<file path="config.mk">
export PLATFORM = sky130hd
export DESIGN_NAME = pec_counter
export DESIGN_NICKNAME = d
export VERILOG_FILES = /design/src/shared/pec_pkg.sv /design/src/verilog/pec_counter.sv
export SDC_FILE = /design/constraint.sdc
export NUM_CORES = 1
export LEC_CHECK = 0
export ABC_AREA = 0
export BUFFER_PORTS_ARGS = -buffer_cell sky130_fd_sc_hd__buf_2
export CAP_MARGIN = 25
export CORE_ASPECT_RATIO = 0.6
export CORE_MARGIN = 2
export CORE_UTILIZATION = 67
export CTS_CLUSTER_DIAMETER = 100
export CTS_CLUSTER_SIZE = 12
export DETAILED_ROUTE_END_ITERATION = 7
export GPL_TIMING_DRIVEN = 0
export PLACE_DENSITY_LB_ADDON = 0.15
export SETUP_SLACK_MARGIN = 0.15
export SLEW_MARGIN = 10
export SYNTH_ARGS = -nofsm -noshare
export SYNTH_HDL_FRONTEND = slang
export SYNTH_SLANG_ARGS = --single-unit
</file>
<file path="constraint.sdc">
create_clock -name ref_clk -period 4.6 [get_ports ref_clk]
set_input_delay 0.92 -clock ref_clk [delete_from_list [all_inputs] [get_ports ref_clk]]
set_output_delay 0.92 -clock ref_clk [all_outputs]
set_load 0.01 [all_outputs]
</file>
<file path="src/shared/pec_pkg.sv">
// Constants for the pulse event counter: register offsets, reset values and function codes.
// Assumes a plain register port with word-wide data and one-cycle strobes.
`default_nettype none
package pec_pkg;
    // ------------------------------------------------------------------
    // Register offsets.
    // ------------------------------------------------------------------
    localparam logic [3:0] PEC_ADDR_FAST_TYPE = 4'h0;
    localparam logic [3:0] PEC_ADDR_IN1_FUNC = 4'h1;
    localparam logic [3:0] PEC_ADDR_IN2_FUNC = 4'h2;
    localparam logic [3:0] PEC_ADDR_IN3_FUNC = 4'h3;
    localparam logic [3:0] PEC_ADDR_IN4_FUNC = 4'h4;
    localparam logic [3:0] PEC_ADDR_FAST_FUNC = 4'h5;
    localparam logic [3:0] PEC_ADDR_TRANS_SEL = 4'h6;
    localparam logic [3:0] PEC_ADDR_RELAY1_SEL = 4'h7;
    localparam logic [3:0] PEC_ADDR_RELAY2_SEL = 4'h8;
    localparam logic [3:0] PEC_ADDR_TARGET = 4'h9;
    localparam logic [3:0] PEC_ADDR_MARKER = 4'hA;
    localparam logic [3:0] PEC_ADDR_COUNT = 4'hB;
    // ------------------------------------------------------------------
    // Reset values.
    // ------------------------------------------------------------------
    localparam logic [15:0] PEC_RST_FAST_TYPE = 16'h0000;
    localparam logic [15:0] PEC_RST_IN1_FUNC = 16'h0001;
    localparam logic [15:0] PEC_RST_IN2_FUNC = 16'h0004;
    localparam logic [15:0] PEC_RST_IN3_FUNC = 16'h0007;
    localparam logic [15:0] PEC_RST_IN4_FUNC = 16'h0000;
    localparam logic [15:0] PEC_RST_FAST_FUNC = 16'h0000;
    localparam logic [15:0] PEC_RST_TRANS_SEL = 16'h0000;
    localparam logic [15:0] PEC_RST_RELAY1_SEL = 16'h0001;
    localparam logic [15:0] PEC_RST_RELAY2_SEL = 16'h0005;
    localparam logic [15:0] PEC_RST_TARGET = 16'h0000;
    localparam logic [15:0] PEC_RST_MARKER = 16'h0000;
    localparam logic [15:0] PEC_RST_COUNT = 16'h0000;
    // ------------------------------------------------------------------
    // Function codes and field positions.
    // ------------------------------------------------------------------
    localparam logic [15:0] PEC_FUNC_CLEAR = 16'h001C;
    localparam logic [15:0] PEC_FUNC_TRIGGER = 16'h001F;
    localparam logic [15:0] PEC_OUT_TARGET_HIT = 16'h0012;
    localparam logic [15:0] PEC_OUT_MARKER_HIT = 16'h0013;
    localparam int PEC_FAST_TYPE_BIT = 0;
    localparam logic PEC_FAST_IS_PULSE = 1'b0;
    localparam logic PEC_FAST_IS_DIGITAL = 1'b1;
endpackage : pec_pkg
`default_nettype wire

</file>
<file path="src/verilog/pec_counter.sv">
// Pulse event counter: counts rising edges on selected inputs and flags reached values.
// Assumes inputs are asynchronous pins and the register master never issues both strobes.
// What this block does
// - Input coded 31 adds one per pulse.
// - Input coded 28 clears the count.
// - Fast input type 0 pulse, 1 digital.
// - Count restarts after reaching target value.
// - Output coded 18 on at target.
// - Output coded 19 on at marker.
// - Only inputs with code 31 count; the fast input counts only when its type is 1, digital.
`default_nettype none
module pec_counter (
    input wire logic ref_clk,
    input wire logic reset_n,
    input wire logic digital_input_1,
    input wire logic digital_input_2,
    input wire logic digital_input_3,
    input wire logic digital_input_4,
    input wire logic fast_pulse_input,
    input wire logic [3:0] reg_addr,
    input wire logic [15:0] reg_wdata,
    input wire logic reg_write,
    input wire logic reg_read,
    output logic [15:0] reg_rdata,
    output logic transistor_output,
    output logic relay_output_1,
    output logic relay_output_2
);
    import pec_pkg::*;

    // ------------------------------------------------------------------
    // Input synchronisers.
    // ------------------------------------------------------------------
    // Bit 4 is the fast input, bits 3..0 the ordinary inputs.
    logic [4:0] pins;
    logic [4:0] sync1;
    logic [4:0] sync2;
    logic [4:0] prev;
    assign pins = {fast_pulse_input, digital_input_4, digital_input_3, digital_input_2, digital_input_1};

    // Two stages guard against metastability; prev feeds the edge detector.
    always_ff @(posedge ref_clk or negedge reset_n) begin
        if (!reset_n) begin
            sync1 <= 5'h00;
            sync2 <= 5'h00;
            prev <= 5'h00;
        end else begin
            sync1 <= pins;
            sync2 <= sync1;
            prev <= sync2;
        end
    end

    // ------------------------------------------------------------------
    // Registers.
    // ------------------------------------------------------------------
    logic [15:0] fast_input_type_select;
    logic [15:0] input1_function_select;
    logic [15:0] input2_function_select;
    logic [15:0] input3_function_select;
    logic [15:0] input4_function_select;
    logic [15:0] fast_input_function_select;
    logic [15:0] transistor_output_select;
    logic [15:0] relay1_output_select;
    logic [15:0] relay2_output_select;
    logic [15:0] count_target_value;
    logic [15:0] count_marker_value;
    logic [15:0] accumulated_count;
    logic [15:0] next_fast_type;
    logic [15:0] next_in1;
    logic [15:0] next_in2;
    logic [15:0] next_in3;
    logic [15:0] next_in4;
    logic [15:0] next_fast_func;
    logic [15:0] next_trans;
    logic [15:0] next_relay1;
    logic [15:0] next_relay2;
    logic [15:0] next_target;
    logic [15:0] next_marker;

    // Writes land on the addressed register; the count itself is read-only.
    always_comb begin
        next_fast_type = fast_input_type_select;
        next_in1 = input1_function_select;
        next_in2 = input2_function_select;
        next_in3 = input3_function_select;
        next_in4 = input4_function_select;
        next_fast_func = fast_input_function_select;
        next_trans = transistor_output_select;
        next_relay1 = relay1_output_select;
        next_relay2 = relay2_output_select;
        next_target = count_target_value;
        next_marker = count_marker_value;
        if (reg_write) begin
            case (reg_addr)
                PEC_ADDR_FAST_TYPE: begin
                    // Only one bit is meaningful for the type selector.
                    next_fast_type = {15'h0, reg_wdata[PEC_FAST_TYPE_BIT]};
                end
                PEC_ADDR_IN1_FUNC: next_in1 = reg_wdata;
                PEC_ADDR_IN2_FUNC: next_in2 = reg_wdata;
                PEC_ADDR_IN3_FUNC: next_in3 = reg_wdata;
                PEC_ADDR_IN4_FUNC: next_in4 = reg_wdata;
                PEC_ADDR_FAST_FUNC: next_fast_func = reg_wdata;
                PEC_ADDR_TRANS_SEL: next_trans = reg_wdata;
                PEC_ADDR_RELAY1_SEL: next_relay1 = reg_wdata;
                PEC_ADDR_RELAY2_SEL: next_relay2 = reg_wdata;
                PEC_ADDR_TARGET: begin
                    // keep marker at or below target
                    // Lowering the target below the marker pulls the marker down with it.
                    next_target = reg_wdata;
                    if (count_marker_value > reg_wdata) begin
                        next_marker = reg_wdata;
                    end
                end
                PEC_ADDR_MARKER: begin
                    next_marker = (reg_wdata > count_target_value) ? count_target_value : reg_wdata;
                end
                default: begin
                    // Unmapped or read-only addresses ignore writes.
                end
            endcase
        end
    end

    // Configuration registers take their documented reset values.
    always_ff @(posedge ref_clk or negedge reset_n) begin
        if (!reset_n) begin
            fast_input_type_select <= PEC_RST_FAST_TYPE;
            input1_function_select <= PEC_RST_IN1_FUNC;
            input2_function_select <= PEC_RST_IN2_FUNC;
            input3_function_select <= PEC_RST_IN3_FUNC;
            input4_function_select <= PEC_RST_IN4_FUNC;
            fast_input_function_select <= PEC_RST_FAST_FUNC;
            transistor_output_select <= PEC_RST_TRANS_SEL;
            relay1_output_select <= PEC_RST_RELAY1_SEL;
            relay2_output_select <= PEC_RST_RELAY2_SEL;
            count_target_value <= PEC_RST_TARGET;
            count_marker_value <= PEC_RST_MARKER;
        end else begin
            fast_input_type_select <= next_fast_type;
            input1_function_select <= next_in1;
            input2_function_select <= next_in2;
            input3_function_select <= next_in3;
            input4_function_select <= next_in4;
            fast_input_function_select <= next_fast_func;
            transistor_output_select <= next_trans;
            relay1_output_select <= next_relay1;
            relay2_output_select <= next_relay2;
            count_target_value <= next_target;
            count_marker_value <= next_marker;
        end
    end

    // ------------------------------------------------------------------
    // Input decoding.
    // ------------------------------------------------------------------
    logic [15:0] func_sel [5];
    logic [4:0] input_enabled;
    logic [4:0] trig_sel;
    logic [4:0] clr_sel;
    logic pulse_event;
    logic clear_event;
    assign func_sel[0] = input1_function_select;
    assign func_sel[1] = input2_function_select;
    assign func_sel[2] = input3_function_select;
    assign func_sel[3] = input4_function_select;
    assign func_sel[4] = fast_input_function_select;

    // relies on software setting digital mode first
    // The fast input only takes part when its type selects digital operation.
    assign input_enabled = {fast_input_type_select[PEC_FAST_TYPE_BIT] == PEC_FAST_IS_DIGITAL, 4'hF};

    // only coded inputs count
    // Each of the five inputs is decoded the same way.
    for (genvar i = 0; i < 5; i++) begin : g_dec
        assign trig_sel[i] = input_enabled[i] && (func_sel[i] == PEC_FUNC_TRIGGER);
        assign clr_sel[i] = input_enabled[i] && (func_sel[i] == PEC_FUNC_CLEAR);
    end

    // rising edge counts
    // A pulse is a rising edge; coincident edges on two inputs still count once.
    assign pulse_event = |(trig_sel & sync2 & ~prev);
    // clear level
    // Clearing is level sensitive: the count stays zero while the input is held.
    assign clear_event = |(clr_sel & sync2);

    // ------------------------------------------------------------------
    // Counter.
    // ------------------------------------------------------------------
    logic [15:0] next_count;

    // Clear outranks counting so a held clear always pins the count.
    always_comb begin
        next_count = accumulated_count;
        if (clear_event) begin
            next_count = 16'h0000;
        end else if (pulse_event) begin
            // restart at target
            // Reaching the target shows for one pulse, then the next pulse starts over at one.
            if (accumulated_count >= count_target_value) begin
                next_count = 16'h0001;
            end else begin
                next_count = accumulated_count + 16'h0001;
            end
        end
    end

    // The count register resets to zero.
    always_ff @(posedge ref_clk or negedge reset_n) begin
        if (!reset_n) begin
            accumulated_count <= PEC_RST_COUNT;
        end else begin
            accumulated_count <= next_count;
        end
    end

    // ------------------------------------------------------------------
    // Outputs.
    // ------------------------------------------------------------------
    logic target_hit;
    logic marker_hit;
    logic next_trans_out;
    logic next_relay1_out;
    logic next_relay2_out;
    logic [15:0] next_rdata;
    assign target_hit = (accumulated_count == count_target_value);
    assign marker_hit = (accumulated_count == count_marker_value);

    // Maps one output selection code onto the two reached flags.
    function automatic logic pec_out_map(input logic [15:0] sel, input logic t_hit, input logic m_hit);
        logic r;
        r = 1'b0;
        if (sel == PEC_OUT_TARGET_HIT) begin
            r = t_hit;
        end
        if (sel == PEC_OUT_MARKER_HIT) begin
            r = m_hit;
        end
        return r;
    endfunction : pec_out_map

    // Output and read data next values.
    always_comb begin
        next_trans_out = pec_out_map(transistor_output_select, target_hit, marker_hit);
        next_relay1_out = pec_out_map(relay1_output_select, target_hit, marker_hit);
        next_relay2_out = pec_out_map(relay2_output_select, target_hit, marker_hit);
        next_rdata = 16'h0000;
        if (reg_read) begin
            case (reg_addr)
                PEC_ADDR_FAST_TYPE: next_rdata = fast_input_type_select;
                PEC_ADDR_IN1_FUNC: next_rdata = input1_function_select;
                PEC_ADDR_IN2_FUNC: next_rdata = input2_function_select;
                PEC_ADDR_IN3_FUNC: next_rdata = input3_function_select;
                PEC_ADDR_IN4_FUNC: next_rdata = input4_function_select;
                PEC_ADDR_FAST_FUNC: next_rdata = fast_input_function_select;
                PEC_ADDR_TRANS_SEL: next_rdata = transistor_output_select;
                PEC_ADDR_RELAY1_SEL: next_rdata = relay1_output_select;
                PEC_ADDR_RELAY2_SEL: next_rdata = relay2_output_select;
                PEC_ADDR_TARGET: next_rdata = count_target_value;
                PEC_ADDR_MARKER: next_rdata = count_marker_value;
                PEC_ADDR_COUNT: next_rdata = accumulated_count;
                default: next_rdata = 16'h0000;
            endcase
        end
    end

    // Outputs are registered, so they lag the count by one cycle.
    always_ff @(posedge ref_clk or negedge reset_n) begin
        if (!reset_n) begin
            transistor_output <= 1'b0;
            relay_output_1 <= 1'b0;
            relay_output_2 <= 1'b0;
            reg_rdata <= 16'h0000;
        end else begin
            transistor_output <= next_trans_out;
            relay_output_1 <= next_relay1_out;
            relay_output_2 <= next_relay2_out;
            reg_rdata <= next_rdata;
        end
    end

    // ------------------------------------------------------------------
    // Assertions.
    // ------------------------------------------------------------------
    count_step_a: assert property (@(posedge ref_clk) disable iff (!reset_n)
        (pulse_event && !clear_event && accumulated_count < count_target_value)
        |=> accumulated_count == $past(accumulated_count) + 16'h0001)
        else $error("count did not step on pulse");
    count_clear_a: assert property (@(posedge ref_clk) disable iff (!reset_n)
        clear_event |=> accumulated_count == 16'h0000)
        else $error("count not cleared");
    fast_gate_a: assert property (@(posedge ref_clk) disable iff (!reset_n)
        (fast_input_type_select[0] == PEC_FAST_IS_PULSE) |-> !trig_sel[4] && !clr_sel[4])
        else $error("fast input used in pulse mode");
    count_wrap_a: assert property (@(posedge ref_clk) disable iff (!reset_n)
        (pulse_event && !clear_event && accumulated_count >= count_target_value)
        |=> accumulated_count == 16'h0001)
        else $error("count did not restart");
    target_out_a: assert property (@(posedge ref_clk) disable iff (!reset_n)
        (relay1_output_select == PEC_OUT_TARGET_HIT && target_hit) |=> relay_output_1)
        else $error("relay 1 missed target");
    marker_out_a: assert property (@(posedge ref_clk) disable iff (!reset_n)
        (transistor_output_select == PEC_OUT_MARKER_HIT) |=> transistor_output == $past(marker_hit))
        else $error("transistor output wrong for marker");
    count_hold_a: assert property (@(posedge ref_clk) disable iff (!reset_n)
        (!pulse_event && !clear_event) |=> $stable(accumulated_count))
        else $error("count moved without cause");
    marker_bound_a: assert property (@(posedge ref_clk) disable iff (!reset_n)
        count_marker_value <= count_target_value)
        else $error("marker above target");
endmodule : pec_counter
`default_nettype wire

</file>
==> impl_metrics.ini <==
[outcome]
outcome = complete, no violations

[global_routing]
grt_usage_pct = 45.09
grt_pass1_vias = 9408
grt_max_degree = 107
overflow = 0
antenna_found_initial = 2
grt_pass1_wl_um = 57230

[synth]
syn_area_um2 = 10840
yosysWarnings = 0
syn_nets = 1186
yosysTopAreaCell = dfrtp_1
synth-seq-cells = 211
synthFlopType = dfrtp_1
synth_area_per_cell_um2 = 9.784
async_flop_share_pct = 100.0
synth_top_area_share_pct = 46.86
yosys-top-cells-area = dfrtp_1 (47%), o21ai_0 (7.5%), nand2_1 (6.8%), ha_1 (5.7%), dfstp_2 (1.9%)
syn-instance-count = 1108
ys_types = 57
seq_area_frac_synth_pct = 48.80
synth-edff-count = 0

[worst_setup_path]
end_kind = register
arrival_ns = 3.92
critPathSlowestCell = nor4_1
cp-startpoint = reg_wdata[11]
crit_end = count_marker_value[9]
cp_num_cells = 9
critPathKind = in2reg
timing.rr.end = accumulated_count[4]
crit_top_cell = buf_2
worstRegToRegCells = 8
cp_top_family = simple AND/OR/NAND/NOR gates
max_stage_delay_ns = 0.58
r2r_slack_ns = 1.42
path_cells = buf_2 -> clkinv_1 -> ha_1 -> nand4_1 -> nor4_1 -> a21oi_1 -> a22oi_2 -> buf_2 -> mux2_2
crit_fanout = 10
path_buf_inv = 3
start_kind = input pin
crit_required_ns = 4.99
r2r-start = input3_function_select[11]

[finish]
drive_gt1_share_pct = 10.82
multiInputGateArea_um2 = 5125
diodes = 0
seq_area_um2 = 5290
nFillCells = 1109
area_growth_syn_to_layout_pct = 10.17
nNetsFinal = 1254
finalCoreUtilization_pct = 76.61

[job]
maxCapViolations = 0

[min_path]
hold_class = in2async

[sta]
finalSetupTns_ns = 0
tightest_slew_ns = 1.012
skew_ns = 0.01624
hold_slack_ns = 0.2650
period_minus_slack_ns = 3.528
relSlewSlack_pct = 32.30
drv_slew = 0
finalSetupViolCount = 0
rsz0062_at_grt = no
max_freq_ghz = 0.2835
timing.final.crit_share_pct = 76.69
hold_violations = 0

[floorplanning]
die-width_um = 168.2
num_rows = 35
io_pins = 48
core_um2 = 15590
dieHeight_um = 102.5
start_util_pct = 69.53
die-area_um2 = 17250

[placed_design]
io_buffers = 43
place_congestion = 1.015
place_hpwl_um = 28440

[power]
power.density_nw_per_um2 = 442.2
p_leak_nw = 5.157
peakVddDrop_uv = 422.1

[clock_network]
cts-resized-gates = 0
clkLatencyLatePin_ns = 0.51
cts_buffer_depth = 3
htree_levels = 1
cts_sinks = 211
clock-root-buffer = clkbuf_16
cts_tree = built
postCtsSetupBuffers = 0
cts_made_buffers = 21
ctsHoldBuffers = 0
path_clk_slew_ns = 0.06

[detailed_routing]
drtIter0Drc = 1796
dr.pass1.iters = 8
vias = 10120
wirelength_um = 37790
vias_per_cell = 7.300
routedWlPerCell_um = 27.27
antenna_left = 0
route.detailed.drc = 0
-- sequential cells by signal (all words and copies together) (netlist names), 16 cells and up --
name	cells
input3_function_select	16
fast_input_function_select	16
reg_rdata	16
count_marker_value	16
relay1_output_select	16
transistor_output_select	16
input1_function_select	16
count_target_value	16
relay2_output_select	16
accumulated_count	16
input2_function_select	16
input4_function_select	16
-- synth_stat cells, types with 16 or more instances --
| cell | count |
|---|---|
| dfrtp_1 | 203 |
| nand2_1 | 195 |
| o21ai_0 | 163 |
| clkbuf_1 | 52 |
| ha_1 | 49 |
| a21oi_1 | 37 |
| nor4_1 | 31 |
| a22oi_1 | 26 |
| inv_1 | 21 |
| nand4_1 | 21 |
| a221oi_1 | 20 |
| a22o_1 | 19 |
| buf_2 | 19 |
| mux2i_1 | 17 |
| mux2_2 | 16 |
| o2111ai_1 | 16 |
| o211ai_1 | 16 |
| xnor2_1 | 16 |
-- cell usage in the layout, fill, tap and decap left out, types with 10 or more instances in the layout --
cell type  instances
o2111ai_1         16
mux2i_1           17
ha_1              49
nand2_1          195
nor4b_1           11
and3_1            12
o311ai_1          10
a222oi_1          15
nand4_1           21
nor2_1            11
inv_1             21
a22o_1            19
clkinv_1          15
clkbuf_16         21
a21oi_1           37
o211ai_1          16
o21ai_0          163
xnor2_1           16
a221oi_1          20
nor4_1            31
dfrtp_1          203
mux2_2            16
a22oi_1           26
buf_2             61
clkbuf_1          59
-- power by group --
| part | internal [mW] | leakage (nW) | total, mW | switching, mW |
|---|---|---|---|---|
| registers | 2.21 | 2.67 | 2.65 | 0.436 |
| logic | 0.439 | 2.21 | 1.10 | 0.656 |
| clock network | 0.833 | 0.272 | 1.54 | 0.704 |
| total | 3.48 | 5.16 | 5.28 | 1.80 |
-- worst min path at each step --
| stage | to | slack [ns] | cells after the start |
|---|---|---|---|
| global placement | sync2[3] | 0.33 | 0 |
| global route | fast_input_function_select[9] | 0.29 | 1 |
| detailed placement | sync2[1] | 0.34 | 0 |
| finish | relay1_output_select[8] | 0.27 | 1 |
| floorplan | sync2[0] | 0.33 | 0 |
| CTS | count_marker_value[6] | 0.27 | 1 |
-- layer usage --
metal / up-vias / GRT usage (%) / routed length, µm
met5: - / 0 / 59
met2: 887 / 60.08 / 14240
met1: 4819 / 64.94 / 15260
met3: 121 / 23.30 / 7077
li1: 4289 / - / -
met4: 2 / 11.21 / 1155
-- cell families (layout without fill, tap and decap cells) --
| group | after synthesis | after routing | share of synthesized area [%] |
|---|---|---|---|
| AND/OR/NAND/NOR | 331 | 331 | 15.15 |
| AO/OA/AOI/OAI | 361 | 361 | 21.94 |
| adder cells (fa/ha/maj) | 49 | 49 | 5.656 |
| XOR/XNOR | 16 | 16 | 1.293 |
| flip-flops | 211 | 211 | 48.80 |
| buffers and inverters | 107 | 182 | 3.924 |
| multiplexers | 33 | 33 | 3.232 |
-- through the flow --
stage / cells / instance area, µm² / worst slack, ns / power [mW]
3_5_place_dp: 1356 / 11370 / 0.7845 / 3.676
2_1_floorplan: 1108 / 10840 / 1.661 / 3.189
5_1_grt: 1386 / 11940 / 0.9100 / 5.472
4_1_cts: 1386 / 11940 / 1.186 / 5.194
3_3_place_gp: 1354 / 11310 / -0.8735 / 3.616
6_report: 1386 / 11940 / 1.072 / 5.281
-- area by class of cell --
| class | count | share of cell area, % |
|---|---|---|
| inverter | 36 | 1.131 |
| clock inverter | 2 | 0.1362 |
| buffer | 71 | 2.431 |
| clock buffer | 28 | 4.620 |
| sequential | 211 | 44.30 |
| tap | 203 | 2.127 |
| timing repair buffer | 45 | 2.347 |
| multi-input combinational | 790 | 42.91 |
No activity file was read; power rests on OpenSTA's default activity.
